$ cat src/bwi_consts.svh
`ifndef BWI_CONSTS_SVH
`define BWI_CONSTS_SVH

// bus timing counter width and carry value
`define BWI_TMR_W 10
`define BWI_TMR_MAX 10'h3ff
// low three bits all ones marks one minimum span elapsed
`define BWI_MIN_MASK 3'h7

// preload values chosen by the two select bits
`define BWI_PRE_0 10'h000
`define BWI_PRE_1 10'h001
`define BWI_PRE_2 10'h002
`define BWI_PRE_3 10'h003

// field positions inside the second interrupt enable register
`define BWI_IEN_BUS_BIT 0
`define BWI_IEN_TMO_BIT 7

// field positions inside the two priority registers
`define BWI_PRI_BUS_BIT 0
`define BWI_PRI_TMO_BIT 7

// reset values
`define BWI_RECEIVED_BIT_RST 1'b1
`define BWI_PIN_RST 1'b1

`endif

$ cat src/bwi_pkg.sv
`default_nettype none
package bwi_pkg;

  // master sequencer states
  typedef enum logic [2:0] {
    ST_IDLE = 3'b000, // not master
    ST_START = 3'b001, // sda low, scl high
    ST_LOW = 3'b010, // scl driven low
    ST_HIGH = 3'b011, // scl released
    ST_STOP1 = 3'b100, // sda low, scl released
    ST_STOP2 = 3'b101, // sda released, wait
    ST_RSTART = 3'b110 // sda high, scl released
  } bwi_state_t;

  // one-cycle software write strobes to the control register
  typedef struct packed {
    logic clr_xmit; // clear transmit active
    logic go_idle; // ignore bus until next start
    logic clear_bit_ready; // clear bit ready flag
    logic clr_arb; // clear arbitration lost
    logic clr_start; // clear start seen
    logic clr_stop; // clear stop seen
    logic gen_start; // request (repeated) start
    logic gen_stop; // request stop
  } bwi_cmd_t;

  // sticky status flags
  typedef struct packed {
    logic bit_ready_flag;
    logic arbitration_lost_flag;
    logic start_seen_flag;
    logic stop_seen_flag;
  } bwi_flags_t;

endpackage : bwi_pkg
`default_nettype wire

$ cat src/bwi_top.sv
`timescale 1ns/10ps
`default_nettype none
`include "bwi_consts.svh"

module bwi_top (
  input wire logic mclk, // core clock
  input wire logic nrst, // async reset, active low
  input wire logic bus_enable, // interface enabled
  input wire logic timeout_run_bit, // timer run bit of bus_config_reg
  input wire logic timing_preload_sel0, // preload select low bit
  input wire logic timing_preload_sel1, // preload select high bit
  input wire bwi_pkg::bwi_cmd_t sw_cmd, // control register write strobes
  input wire logic bit_reg_wr, // bus_bit_reg write strobe
  input wire logic bit_reg_wdata, // bit to transmit
  input wire logic bit_reg_rd, // bus_bit_reg read strobe
  input wire logic global_irq_enable, // global enable
  input wire logic [7:0] interrupt_enable_reg_b, // second enable register
  input wire logic [7:0] priority_reg_high, // high priority register
  input wire logic [7:0] priority_reg_low, // low priority register
  input wire logic scl_i, // scl pin level
  output logic scl_o, // scl drive value
  output logic scl_oe, // scl driven
  input wire logic sda_i, // sda pin level
  output logic sda_o, // sda drive value
  output logic sda_oe, // sda driven
  output logic [7:0] bus_control_reg, // control register read value
  output logic [7:0] bus_bit_reg, // bit register read value
  output logic bus_irq, // bus interrupt request
  output logic timeout_irq, // timeout interrupt pulse
  output logic [1:0] bus_priority, // bus interrupt priority
  output logic [1:0] timeout_priority // timeout interrupt priority
);

  // preload select decode
  function automatic logic [`BWI_TMR_W-1:0] pre_val(input logic s1, input logic s0);
    case ({s1, s0})
      2'b00: pre_val = `BWI_PRE_0;
      2'b01: pre_val = `BWI_PRE_1;
      2'b10: pre_val = `BWI_PRE_2;
      default: pre_val = `BWI_PRE_3;
    endcase
  endfunction : pre_val

  // pin synchronisers, three stages each
  logic [2:0] scl_sy_q, scl_sy_d; // scl chain
  logic [2:0] sda_sy_q, sda_sy_d; // sda chain
  logic scl_st_q, scl_st_d; // accepted scl level
  logic sda_st_q, sda_st_d; // accepted sda level
  logic scl_rise, scl_fall, sda_rise, sda_fall; // accepted changes

  // shift in, accept a change once stages two and three agree
  always_comb begin
    scl_sy_d = {scl_sy_q[1:0], scl_i};
    sda_sy_d = {sda_sy_q[1:0], sda_i};
    scl_st_d = (scl_sy_q[1] == scl_sy_q[2]) ? scl_sy_q[2] : scl_st_q;
    sda_st_d = (sda_sy_q[1] == sda_sy_q[2]) ? sda_sy_q[2] : sda_st_q;
    scl_rise = scl_st_d & ~scl_st_q;
    scl_fall = ~scl_st_d & scl_st_q;
    sda_rise = sda_st_d & ~sda_st_q;
    sda_fall = ~sda_st_d & sda_st_q;
  end

  // synchroniser registers
  always_ff @(posedge mclk or negedge nrst) begin
    if (!nrst) begin
      scl_sy_q <= 3'h7;
      sda_sy_q <= 3'h7;
      scl_st_q <= 1'b1;
      sda_st_q <= 1'b1;
    end else begin
      scl_sy_q <= scl_sy_d;
      sda_sy_q <= sda_sy_d;
      scl_st_q <= scl_st_d;
      sda_st_q <= sda_st_d;
    end
  end

  // interface state
  bwi_pkg::bwi_state_t st_q, st_d; // master sequencer
  bwi_pkg::bwi_flags_t flg_q, flg_d; // sticky flags
  logic in_frame_q, in_frame_d; // between start and stop
  logic idle_q, idle_d; // idle slave, bus ignored
  logic xmit_q, xmit_d; // transmit active
  logic xbit_q, xbit_d; // bit to transmit
  logic received_bit_q, received_bit_d; // received bit
  logic [`BWI_TMR_W-1:0] tmr_q, tmr_d; // bus timing counter
  logic min_q, min_d; // minimum span elapsed
  logic tmr_run, carry, attention_flag, hold, mstr; // helpers
  logic scl_edge, st_chg; // counter restart causes

  // bus timing counter
  always_comb begin
    mstr = (st_q != bwi_pkg::ST_IDLE);
    tmr_run = bus_enable & timeout_run_bit & (in_frame_q | mstr);
    carry = tmr_run & in_frame_q & (tmr_q == `BWI_TMR_MAX);
    scl_edge = bus_enable & (scl_rise | scl_fall);
    st_chg = (st_d != st_q);
    tmr_d = tmr_q;
    min_d = min_q;
    if (scl_edge || st_chg || carry) begin
      // restart spans from every scl change and sequencer step
      tmr_d = pre_val(timing_preload_sel1, timing_preload_sel0);
      min_d = 1'b0;
    end else if (tmr_run) begin
      tmr_d = tmr_q + 10'h001;
      if (tmr_q[2:0] == `BWI_MIN_MASK) begin
        min_d = 1'b1;
      end
    end
  end

  // counter registers
  always_ff @(posedge mclk or negedge nrst) begin
    if (!nrst) begin
      tmr_q <= '0;
      min_q <= 1'b0;
    end else begin
      tmr_q <= tmr_d;
      min_q <= min_d;
    end
  end

  // flags, frame tracking and master sequencer
  always_comb begin
    flg_d = flg_q;
    in_frame_d = in_frame_q;
    idle_d = idle_q;
    xmit_d = xmit_q;
    xbit_d = xbit_q;
    received_bit_d = received_bit_q;
    st_d = st_q;
    attention_flag = |flg_q;
    // ready or any other flag keeps the low period stretched
    hold = attention_flag | ~min_q;
    // software clears first, hardware sets below win
    if (sw_cmd.clear_bit_ready || bit_reg_wr || bit_reg_rd) begin
      flg_d.bit_ready_flag = 1'b0;
    end
    if (sw_cmd.clr_arb) begin
      flg_d.arbitration_lost_flag = 1'b0;
    end
    if (sw_cmd.clr_start) begin
      flg_d.start_seen_flag = 1'b0;
    end
    if (sw_cmd.clr_stop) begin
      flg_d.stop_seen_flag = 1'b0;
    end
    if (sw_cmd.clr_xmit) begin
      xmit_d = 1'b0;
    end
    if (sw_cmd.go_idle && !mstr) begin
      idle_d = 1'b1;
    end
    if (bit_reg_wr) begin
      xbit_d = bit_reg_wdata;
      xmit_d = 1'b1;
    end
    if (bus_enable) begin
      // receive on every rising scl
      if (scl_rise) begin
        received_bit_d = sda_st_q;
        if (!idle_q || mstr) begin
          flg_d.bit_ready_flag = 1'b1;
        end
        // released a one but the line is low
        if (xmit_q && xbit_q && !sda_st_q) begin
          flg_d.arbitration_lost_flag = 1'b1;
          xmit_d = 1'b0;
          st_d = bwi_pkg::ST_IDLE;
        end
      end
      // start: sda falls while scl high
      if (sda_fall && scl_st_q) begin
        in_frame_d = 1'b1;
        if (!idle_q || mstr) begin
          flg_d.start_seen_flag = 1'b1;
        end
        idle_d = 1'b0;
      end
      // stop: sda rises while scl high
      if (sda_rise && scl_st_q) begin
        in_frame_d = 1'b0;
        if (!idle_q || mstr) begin
          flg_d.stop_seen_flag = 1'b1;
        end
      end
      // master sequencer, timed steps wait a minimum span; gen_start in ST_IDLE and gen_stop or gen_start in ST_LOW act at once
      case (st_q)
        bwi_pkg::ST_IDLE: begin
          if (sw_cmd.gen_start && !in_frame_q && scl_st_q && sda_st_q) begin
            st_d = bwi_pkg::ST_START;
          end
        end
        bwi_pkg::ST_START: begin
          if (min_q) begin
            st_d = bwi_pkg::ST_LOW;
          end
        end
        bwi_pkg::ST_LOW: begin
          if (sw_cmd.gen_stop) begin
            st_d = bwi_pkg::ST_STOP1;
          end else if (sw_cmd.gen_start) begin
            st_d = bwi_pkg::ST_RSTART;
          end else if (!hold) begin
            st_d = bwi_pkg::ST_HIGH;
          end
        end
        bwi_pkg::ST_HIGH: begin
          if (scl_st_q && min_q && !scl_edge) begin
            st_d = bwi_pkg::ST_LOW;
          end
        end
        bwi_pkg::ST_STOP1: begin
          if (scl_st_q && min_q) begin
            st_d = bwi_pkg::ST_STOP2;
          end
        end
        bwi_pkg::ST_STOP2: begin
          if (min_q) begin
            st_d = bwi_pkg::ST_IDLE;
          end
        end
        bwi_pkg::ST_RSTART: begin
          if (scl_st_q && min_q) begin
            st_d = bwi_pkg::ST_START;
          end
        end
        default: begin
          st_d = bwi_pkg::ST_IDLE;
        end
      endcase
    end else begin
      // disabled: let go of the bus
      st_d = bwi_pkg::ST_IDLE;
      in_frame_d = 1'b0;
      xmit_d = 1'b0;
    end
    // timeout carry resets the interface
    if (carry) begin
      flg_d = '0;
      st_d = bwi_pkg::ST_IDLE;
      in_frame_d = 1'b0;
      xmit_d = 1'b0;
      idle_d = 1'b0;
    end
  end

  // interface registers
  always_ff @(posedge mclk or negedge nrst) begin
    if (!nrst) begin
      st_q <= bwi_pkg::ST_IDLE;
      flg_q <= '0;
      in_frame_q <= 1'b0;
      idle_q <= 1'b0;
      xmit_q <= 1'b0;
      xbit_q <= 1'b1;
      received_bit_q <= `BWI_RECEIVED_BIT_RST;
    end else begin
      st_q <= st_d;
      flg_q <= flg_d;
      in_frame_q <= in_frame_d;
      idle_q <= idle_d;
      xmit_q <= xmit_d;
      xbit_q <= xbit_d;
      received_bit_q <= received_bit_d;
    end
  end

  // output next values
  logic scl_oe_d, sda_oe_d, bus_irq_d, tmo_irq_d; // pin and irq next
  logic [7:0] ctl_d, bit_d; // read values next
  logic [1:0] bus_pri_d, tmo_pri_d; // priorities next

  // pin drive, read values and interrupt requests
  always_comb begin
    scl_oe_d = 1'b0;
    sda_oe_d = 1'b0;
    case (st_q)
      bwi_pkg::ST_START: sda_oe_d = 1'b1;
      bwi_pkg::ST_LOW: begin
        scl_oe_d = 1'b1;
        // sda moves only once scl is seen low, else a false start or stop
        sda_oe_d = scl_st_q ? sda_oe : (xmit_q & ~xbit_q);
      end
      bwi_pkg::ST_HIGH: sda_oe_d = sda_oe; // sda steady while scl high
      bwi_pkg::ST_STOP1: sda_oe_d = 1'b1;
      default: begin
        scl_oe_d = 1'b0;
        sda_oe_d = 1'b0;
      end
    endcase
    if (st_q == bwi_pkg::ST_IDLE && bus_enable && in_frame_q && !idle_q) begin
      // slave: stretch the low period after a ready bit
      scl_oe_d = ~scl_st_q & flg_q.bit_ready_flag;
      sda_oe_d = xmit_q & ~xbit_q;
    end
    if (carry || !bus_enable) begin
      scl_oe_d = 1'b0;
      sda_oe_d = 1'b0;
    end
    ctl_d = {received_bit_q, attention_flag, flg_q, mstr, 1'b0};
    bit_d = {received_bit_q, 7'h00};
    bus_irq_d = global_irq_enable & interrupt_enable_reg_b[`BWI_IEN_BUS_BIT] & attention_flag;
    tmo_irq_d = carry & global_irq_enable & interrupt_enable_reg_b[`BWI_IEN_TMO_BIT];
    bus_pri_d = {priority_reg_high[`BWI_PRI_BUS_BIT], priority_reg_low[`BWI_PRI_BUS_BIT]};
    tmo_pri_d = {priority_reg_high[`BWI_PRI_TMO_BIT], priority_reg_low[`BWI_PRI_TMO_BIT]};
  end

  // output registers
  always_ff @(posedge mclk or negedge nrst) begin
    if (!nrst) begin
      scl_o <= 1'b0;
      scl_oe <= 1'b0;
      sda_o <= 1'b0;
      sda_oe <= 1'b0;
      bus_control_reg <= {`BWI_RECEIVED_BIT_RST, 7'h00};
      bus_bit_reg <= {`BWI_RECEIVED_BIT_RST, 7'h00};
      bus_irq <= 1'b0;
      timeout_irq <= 1'b0;
      bus_priority <= 2'h0;
      timeout_priority <= 2'h0;
    end else begin
      scl_o <= 1'b0;
      scl_oe <= scl_oe_d;
      sda_o <= 1'b0;
      sda_oe <= sda_oe_d;
      bus_control_reg <= ctl_d;
      bus_bit_reg <= bit_d;
      bus_irq <= bus_irq_d;
      timeout_irq <= tmo_irq_d;
      bus_priority <= bus_pri_d;
      timeout_priority <= tmo_pri_d;
    end
  end

endmodule : bwi_top
`default_nettype wire

$ cat config.mk
export PLATFORM = sky130hd
export DESIGN_NAME = bwi_top
export DESIGN_NICKNAME = d
export VERILOG_FILES = /design/src/bwi_pkg.sv /design/src/bwi_top.sv
export VERILOG_INCLUDE_DIRS = /design/src
export SDC_FILE = /design/constraint.sdc
export NUM_CORES = 1
export LEC_CHECK = 0
export BUFFER_PORTS_ARGS = -buffer_cell sky130_fd_sc_hd__clkbuf_2
export CORE_MARGIN = 5
export CORE_UTILIZATION = 54
export DETAILED_ROUTE_END_ITERATION = 16
export GPL_TIMING_DRIVEN = 1
export PLACE_DENSITY = 0.86
export SYNTH_ARGS = -nofsm -noshare
export SYNTH_HDL_FRONTEND = slang
export SYNTH_SLANG_ARGS = --single-unit
$ cat constraint.sdc
create_clock -name mclk -period 9.37 [get_ports mclk]
set_clock_uncertainty 0.05 [all_clocks]
set_input_delay 2.811 -clock mclk [delete_from_list [all_inputs] [get_ports mclk]]
set_output_delay 2.811 -clock mclk [all_outputs]
set_load 0.01 [all_outputs]
; Word level (Yosys, flattened, before mapping)
; Cells that the tools add are included.
[totals]
out_inout_bits = 26
elab_cells = 156
inputBits = 44
ff_bits = 47
[classes]
n_addsub = 1
eq_ne = 16
n_mux = 56
reduce_logical = 35
bitwise = 24
[op_table]
columns = cell, n
row1 = $mux W3, 13
row2 = $mux W1, 35
row3 = $pmux W3 S7, 1
row4 = $mux W10, 2
row5 = $and A1 B1 Y1, 15
row6 = $logic_and A1 B1 Y1, 13
row7 = $eq A3 B3 Y1 const B, 4
row8 = $add A10 B1 Y10 const B, 1
row9 = $eq A10 B10 Y1 const B, 1
row10 = $mux W4, 2
row11 = $eq A3 B2 Y1 const B, 2
row12 = $logic_not A1 Y1, 6
row13 = $logic_or A1 B1 Y1, 6
row14 = $not A1 Y1, 6
row15 = $pmux W2 S3, 1
row16 = $reduce_and A2 Y1, 3
row17 = $ne A4 B1 Y1 const B, 1
row18 = $ne A4 B4 Y1 const B, 1
row19 = $reduce_bool A2 Y1, 2
row20 = $reduce_or A4 Y1, 1
row21 = $eq A3 B1 Y1 const B, 1
row22 = $logic_not A3 Y1, 1
row23 = $ne A3 B3 Y1, 1
row24 = $ne A3 B3 Y1 const B, 1
row25 = 9 further kinds, 12

; Longest topological paths before layout
; Gate-level depths: netlist of the first run.
[logic_depth]
word_depth = 17
mapped_depth = 10
ltp_nobuf = 8

; Worst setup path after synthesis of the first run
; Ideal clock, no wire load.
[synth_path]
kind = input to register
from = input sw_cmd[0] (netlist bit)
to = register tmr_q[1]
t_required_ns = 9.195
path_stages = 7
t_arrival_ns = 4.971
path_slack_ns = 4.224
path_buffers = 1
setup_ns = 0.125
cell_sequence = or4b_1 or4b_1 a31oi_1 o21ai_1 or4_4 buf_6 mux2_4
[synth_via]
elab_chain_cells = 8
word_cells_on_any_way = 9
cone_classes = 1 x eq/ne / 5 x mux / 3 x reduce/logical
[synth_lines]
columns = item, line_no
row1 = "start, declared", bwi_top.sv:12  ; input wire bwi_pkg::bwi_cmd_t sw_cmd,
row2 = $mux W3 (*), bwi_top.sv:200  ; if (sw_cmd.gen_stop) begin
row3 = $pmux W3 S7 (*), bwi_top.sv:188  ; case (st_q)
row4 = $mux W3 (*), bwi_top.sv:158  ; if (bus_enable) begin
row5 = $mux W3 (*), bwi_top.sv:239  ; if (carry) begin
row6 = $ne A3 B3 Y1 (*), bwi_top.sv:97  ; st_chg = (st_d != st_q);
row7 = $logic_or A1 B1 Y1 (*) (2 in series), bwi_top.sv:100  ; if (scl_edge || st_chg || carry) begin
row8 = $mux W10 / $reduce_bool A2 Y1 (equally long branches), -
row9 = "end signal, assigned", bwi_top.sv:118  ; tmr_q <= tmr_d;
row10 = "end, declared", bwi_top.sv:86  ; logic [`BWI_TMR_W-1:0] tmr_q, tmr_d;
; Every way passes the cells marked *; elsewhere a longest branch is shown, timed or not.
; A chain may end at the register's enable or synchronous reset.

; Worst setup path after layout of the first run
[layout_path]
from = input bus_enable
to = register tmr_q[1]
[layout_via]
elab_chain_cells = 11
word_cells_on_any_way = 16
cone_classes = 1 x eq/ne / 5 x mux / 5 x bitwise / 5 x reduce/logical
[layout_lines]
columns = item, line_no
row1 = "start, declared", bwi_top.sv:8  ; input wire logic bus_enable,
row2 = $and A1 B1 Y1, bwi_top.sv:96  ; scl_edge = bus_enable & (scl_rise | scl_fall);
row3 = $logic_not A1 Y1, bwi_top.sv:209  ; if (scl_st_q && min_q && !scl_edge) begin
row4 = $logic_and A1 B1 Y1, bwi_top.sv:209
row5 = $mux W3, bwi_top.sv:209
row6 = $pmux W3 S7, bwi_top.sv:188
row7 = $mux W3, bwi_top.sv:158
row8 = $mux W3, bwi_top.sv:239
row9 = $ne A3 B3 Y1, bwi_top.sv:97
row10 = $logic_or A1 B1 Y1 (2 in series), bwi_top.sv:100
row11 = $mux W10 / $reduce_bool A2 Y1 (equally long branches), -
; Several ways; a longest one is shown, not always the timed one.

==> flow_metrics.tcl, run 1 <==
set metrics [dict create \
    worstPathMaxFanout 13 \
    maxSlewViolCount 0 \
    status "completed" \
    internal_power_w 0.000320 \
    yosysMostFrequentCell "dfrtp_1" \
    dp_cells 289 \
    combPwrFrac 0.128 \
    drive_above_1_share 0.287 \
    drc_errors 0 \
    start_util 0.553 \
    async_flop_share 1.00 \
    synth.top_cell.area_share 0.402 \
    cp-end-kind "register" \
    place_congestion 0.857 \
    die-area_um2 5400 \
    ys_seq_area_frac 0.535 \
    drt_wl_total_um 4180 \
    layout-area-overhead-vs-synth_pct 13.2 \
    grt_setup_unrepaired "false" \
    std_cell_rows 23 \
    clock_latency_ps 290 \
    dieWidth_um 73.5 \
    largest_reg_flops 10 \
    nNetsFinal 293 \
    path_cells "clkbuf_2, nand4_1, nor4_2, or3b_2, mux2i_1, or4_4, mux2_4" \
    crit_buf_inv 1 \
    overflow 0 \
    path_class "in2reg" \
    yosysWarnings 0 \
    core_area_um2 3940 \
    vias 1594 \
    drv_cap 0 \
    dieHeight_um 73.5 \
    p_switching_w 0.000106 \
    synth_commonest_cells "dfrtp_1 (35), nor2_1 (28), a21oi_1 (12), buf_4 (12), nand2_1 (12)" \
    tightest_slew_ps 1080 \
    ys_seq_elements 46 \
    portBuffers 41 \
    avgRoutedWirePerCell_um 14.1 \
    synth.area.top_cells "dfrtp_1 (40%), dfstp_2 (13%), nor2_1 (4.8%)" \
    clock_power_share 0.337 \
    placed_area_um2 2350 \
    antenna_found_initial 0 \
    cts_buffer_depth 2 \
    critPathTopFamily "simple AND/OR/NAND/NOR gates" \
    slew-limit-headroom 0.278 \
    syn_inst 208 \
    vias_per_cell 5.37 \
    io_pins 70 \
    ys.flop_type "dfrtp_1" \
    cts_tree "yes" \
    hpwl_um 3050 \
    fmax_ghz 0.191 \
    swShare 0.249 \
    antenna_cells 0 \
    grt_pass1_wl_um 6930 \
    grt_pass1_vias 1551 \
    pwr-share-seq 0.535 \
    htree_levels 2 \
    stdcell_count 297 \
    synth_area_leader_cell "dfrtp_1" \
    yosysUniqueCellTypes 49 \
    period_share 0.559 \
    setup.worst_path.start_class "input pin" \
    p_leak_nw 1.18 \
    syn_area_um2 2180 \
    numCtsBuffers 5 \
    detail-route-antenna-nets 0 \
    ff2ff_path_depth 6 \
    ctsResizeCount 0 \
    grtUsageTotal 0.165 \
    first_iter_violations 91 \
    cts_sinks 46 \
    final_cell_area_um2 2460 \
    fin_tns_setup_ps 0 \
    postSynthAreaPerCell_um2 10.5 \
    clockRootBuffer "clkbuf_8" \
    power_density_nw_per_um2 173 \
    hold_depth 0 \
    slowest_delay_ps 880 \
    crit_slowest_cell "nor4_2" \
    dr.pass1.iters 4 \
    post_cts_buffers 0 \
    cts_hold_buf 0 \
    cp_num_cells 7 \
    critPathArrivalTime_ps 5370 \
    path_clk_slew_ps 80 \
    setup_violations 0 \
    fin_crit_ps 5240 \
    hp-class "reg2reg" \
    peakVddDrop_mv 0.123 \
    cp.required_ps 9500 \
    synth_edf_count 0 \
    finalHoldViolCount 0 \
    grt_max_degree 47 \
]
-- final cells by class --
type                            count  area (µm²)
Sequential cell                    46        1160
Clock buffer                        6        72.6
Clock inverter                      2        37.5
Tap cell                           50        62.6
Timing Repair Buffer               41         205
Inverter                            8        30.0
Fill cell                         336        1480
Multi-Input combinational cell    144         892
-- cell families (layout without fill, tap and decap cells) --
| family | Yosys count | in the layout | synth area share |
|---|---|---|---|
| adder cells (fa/ha/maj) | 4 | 4 | 0.0218 |
| AND/OR/NAND/NOR | 81 | 81 | 0.202 |
| buffers and inverters | 27 | 57 | 0.0712 |
| AO/OA/AOI/OAI | 33 | 33 | 0.0942 |
| flip-flops | 46 | 46 | 0.535 |
| other | 1 | 10 | 0.00172 |
| multiplexers | 8 | 8 | 0.0419 |
| XOR/XNOR | 8 | 8 | 0.0322 |
-- metal layers --
layer	vias to the layer above	GRT usage	wire [µm]
li1	781	-	-
met3	4	0.0356	238
met1	759	0.209	1870
met2	50	0.272	2050
met4	0	0.0684	24
met5	-	0	0
-- metrics by stage --
step	util	hold WS (ps)	power (W)	setup WS, ps
final	0.625	308	0.000425	4130
after global routing	0.625	313	0.000448	3970
after CTS	0.625	309	0.000432	4150
after detailed placement	0.597	297	0.000287	3830
after global placement	0.597	297	0.000284	3870
after floorplan	-	295	0.000270	4220
-- power groups by stage --
stage          combinational (W)  clock, W  sequential, W
3_5_place_dp           0.0000553         0       0.000232
6_report               0.0000545  0.000143       0.000228
4_1_cts                0.0000555  0.000148       0.000228
3_3_place_gp           0.0000536         0       0.000230
5_1_grt                0.0000616  0.000156       0.000230
2_1_floorplan          0.0000417         0       0.000228
-- layout by cell type, fill, tap and decap left out, types with 2 or more instances in the layout --
| cell type | n |
|---|---|
| a211oi_1 | 3 |
| a21oi_1 | 12 |
| a22oi_1 | 2 |
| a31oi_1 | 4 |
| and3_1 | 3 |
| clkbuf_2 | 41 |
| clkbuf_8 | 5 |
| conb_1 | 10 |
| dfrtp_1 | 35 |
| dfstp_2 | 11 |
| ha_1 | 3 |
| inv_1 | 8 |
| mux2_2 | 5 |
| mux2i_1 | 2 |
| nand2_1 | 12 |
| nand3_1 | 3 |
| nand4_1 | 8 |
| nor2_1 | 28 |
| nor2b_1 | 3 |
| nor3_1 | 4 |
| nor4_1 | 2 |
| nor4b_1 | 2 |
| o21ai_0 | 5 |
| o32a_1 | 2 |
| or2_2 | 2 |
| or4b_1 | 2 |
| xnor2_1 | 2 |
| xor2_1 | 6 |
-- worst paths after layout --
check                            start           to  slack, ps
max                         bus_enable     tmr_q[1]       4130
min                        sda_sy_q[0]  sda_sy_q[1]        310
max reg2reg                    st_q[1]     tmr_q[1]       6190
min reg2reg                sda_sy_q[0]  sda_sy_q[1]        310
max in group asynchronous         nrst     tmr_q[8]       5950
min in group asynchronous         nrst     tmr_q[1]       2660
No activity file was read; power rests on OpenSTA's default activity.
==> run 2, diff against run 1 <==
--- a/config.mk
+++ b/config.mk
@@ -6,12 +6,13 @@
 export SDC_FILE = /design/constraint.sdc
 export NUM_CORES = 1
 export LEC_CHECK = 0
+export ABC_AREA = 1
 export BUFFER_PORTS_ARGS = -buffer_cell sky130_fd_sc_hd__clkbuf_2
 export CORE_MARGIN = 5
-export CORE_UTILIZATION = 54
+export CORE_UTILIZATION = 47
 export DETAILED_ROUTE_END_ITERATION = 16
 export GPL_TIMING_DRIVEN = 1
-export PLACE_DENSITY = 0.86
+export PLACE_DENSITY = 0.78
 export SYNTH_ARGS = -nofsm -noshare
 export SYNTH_HDL_FRONTEND = slang
 export SYNTH_SLANG_ARGS = --single-unit
==> constraint.sdc (replaced) <==
create_clock -name mclk -period 4.3 [get_ports mclk]
set_clock_uncertainty 0.05 [all_clocks]
set_input_delay 1.29 -clock mclk [delete_from_list [all_inputs] [get_ports mclk]]
set_output_delay 1.29 -clock mclk [all_outputs]
set_load 0.01 [all_outputs]
==> flow_metrics.tcl, run 2 <==
set metrics [dict create \
    drv_cap 0 \
    critPathArrivalTime_ps 3000 \
    cp.required_ps 4490 \
    dieHeight_um 81.4 \
    power_density_nw_per_um2 343 \
    clock_latency_ps 300 \
    setup_violations 0 \
    top_usage_layer "met2" \
    synth-simple-area-share 0.295 \
    hpwl_um 3520 \
    grt_max_degree 47 \
    start_util 0.476 \
    place_congestion 0.902 \
    startpoint "bus_enable" \
    htree_levels 2 \
    nNetsFinal 369 \
    syn_inst 279 \
    layout-area-overhead-vs-synth_pct 13.5 \
    synth_commonest_cells "nand2_1 (56), dfrtp_1 (35), inv_1 (35)" \
    cts_buffer_depth 2 \
    use_met1 0.204 \
    setup.worst_path.start_class "input pin" \
    cp-end-kind "register" \
    ys.flop_type "dfrtp_1" \
    finalHoldViolCount 0 \
    overflow 0 \
    die-area_um2 6630 \
    cts_tree "yes" \
    path_class "in2reg" \
    cts_sinks 46 \
    synthAdderAreaFrac 0.0198 \
    clockRootBuffer "clkbuf_8" \
    slowest_delay_ps 260 \
    synth_top_family_by_area "simple AND/OR/NAND/NOR gates" \
    fin_crit_ps 2810 \
    grtUsageMet3 0.0373 \
    ctsResizeCount 0 \
    grt_setup_unrepaired "false" \
    antenna_cells 0 \
    dieWidth_um 81.4 \
    grt_pass1_wl_um 7980 \
    ys_seq_area_frac 0.486 \
    synth_edf_count 0 \
    hp-class "reg2reg" \
    synth.area.top_cells "dfrtp_1 (37%), dfstp_2 (12%), nand2_1 (8.8%)" \
    cts_hold_buf 0 \
    vias 1896 \
    yosysUniqueCellTypes 39 \
    synth.top_cell.area_share 0.365 \
    postSynthAreaPerCell_um2 8.60 \
    grt_pass1_vias 1710 \
    mostFrequentLayoutCell "nand2_1" \
    yosysWarnings 0 \
    std_cell_rows 26 \
    tightest_slew_ps 1100 \
    post_cts_buffers 0 \
    power.total_w 0.000935 \
    yosysMostFrequentCell "nand2_1" \
    r2r-start "scl_st_q" \
    ys_seq_elements 46 \
    synth_mux_area_frac 0 \
    status "completed" \
    crit_slowest_cell "nand2_2" \
    min_from "scl_sy_q[0]" \
    peakVddDrop_mv 0.257 \
    vias_per_cell 4.82 \
    period_share 0.654 \
    async_flop_share 1.00 \
    syn_area_um2 2400 \
    largest_reg_flops 10 \
    core_area_um2 5040 \
    drt_wl_total_um 4670 \
    avgRoutedWirePerCell_um 11.9 \
    synthXorXnorAreaFrac 0.0256 \
    antenna_found_initial 0 \
    numCtsBuffers 5 \
    critPathTopFamily "simple AND/OR/NAND/NOR gates" \
    synth_area_leader_cell "dfrtp_1" \
    io_pins 70 \
    grt_use_met2 0.253 \
    detail-route-antenna-nets 0 \
    maxSlewViolCount 0 \
    layout_common_cells "nand2_1 (56), clkbuf_2 (41), inv_1 (35), dfrtp_1 (35), nor2_1 (29)" \
    synth_compound_area_frac 0.0642 \
    path_clk_slew_ps 80 \
    grtUsageTotal 0.158 \
    p_leak_nw 1.46 \
    path_cells "clkbuf_2, nand3_1, inv_1, nand4_2, nand2_2, nor2_4, nand2_1, nand2_1, nand2_1, nor2_2, nand2_2, nor2_1, nand2_1, nand2_1" \
    worstPathMaxFanout 11 \
    first_iter_violations 164 \
    dr.pass1.iters 4 \
    drc_errors 0 \
    fin_tns_setup_ps 0 \
    crit_buf_inv 2 \
    slew-limit-headroom 0.270 \
    cp_common_cell "nand2_1" \
    fmax_ghz 0.355 \
    drive_above_1_share 0.279 \
    portBuffers 41 \
]
-- run 2: cell count changes in the layout (fill, tap and decap cells not counted), sizes merged, moves of 3 or more --
cell	before	now
or4b	3	0
a31oi	4	0
mux2	6	0
nand3	3	21
nand2	12	64
inv	8	38
nor2	28	41
nor2b	3	0
-- run 2: path summary, 6_finish.rpt --
path / end / slack (ps) / cells past startpoint
setup reg to reg: tmr_q[3] / 1610 / 14
max in group asynchronous: timeout_priority[1] / 2390 / 1
hold / removal: scl_sy_q[1] / 310 / 0
hold reg to reg: scl_sy_q[1] / 310 / 0
min in group asynchronous: sda_oe / 1130 / 1
setup / recovery: tmr_q[3] / 1490 / 14
-- run 2: through the flow --
step / worst slack [ps] / instance area (µm²) / hold slack [ps] / std cells / util
final: 1490 / 2720 / 307 / 393 / 0.540
after global routing: 1300 / 2720 / 316 / 393 / 0.540
after CTS: 1480 / 2720 / 308 / 393 / 0.540
after detailed placement: 1200 / 2610 / 297 / 385 / 0.518
after global placement: 1260 / 2610 / 296 / 385 / 0.518
after floorplan: 1620 / 2430 / 295 / 288 / -
-- run 2: routing by layer --
layer / up-vias / share of wire
met2: 70 / 0.48
met3: 13 / 0.071
met5: - / 0
li1: 955 / -
met4: 0 / 0.020
met1: 858 / 0.43
-- run 2: cell families after synthesis --
kind of cell,Yosys count
buffers and inverters,53
adders and majority gates,4
AOI/OAI and AO/OA,24
DFF,46
xor gates and xnor gates,7
and+or+nand+nor,144
other,1
-- run 2: power breakdown --
part | internal (W) | leakage, nW | switching (W)
Combinational | 0.0000461 | 0.824 | 0.0000841
Clock | 0.000173 | 0.0514 | 0.000143
Sequential | 0.000467 | 0.584 | 0.0000217
-- run 2: cell type report --
| class | instances | area (µm²) |
|---|---|---|
| clock buffers | 6 | 72.6 |
| clock inverters | 2 | 37.5 |
| fillers | 445 | 2320 |
| inverters | 39 | 146 |
| multi-input cells | 189 | 1010 |
| flip-flops and latches | 46 | 1160 |
| well taps | 70 | 87.6 |
| repair buffers | 41 | 205 |
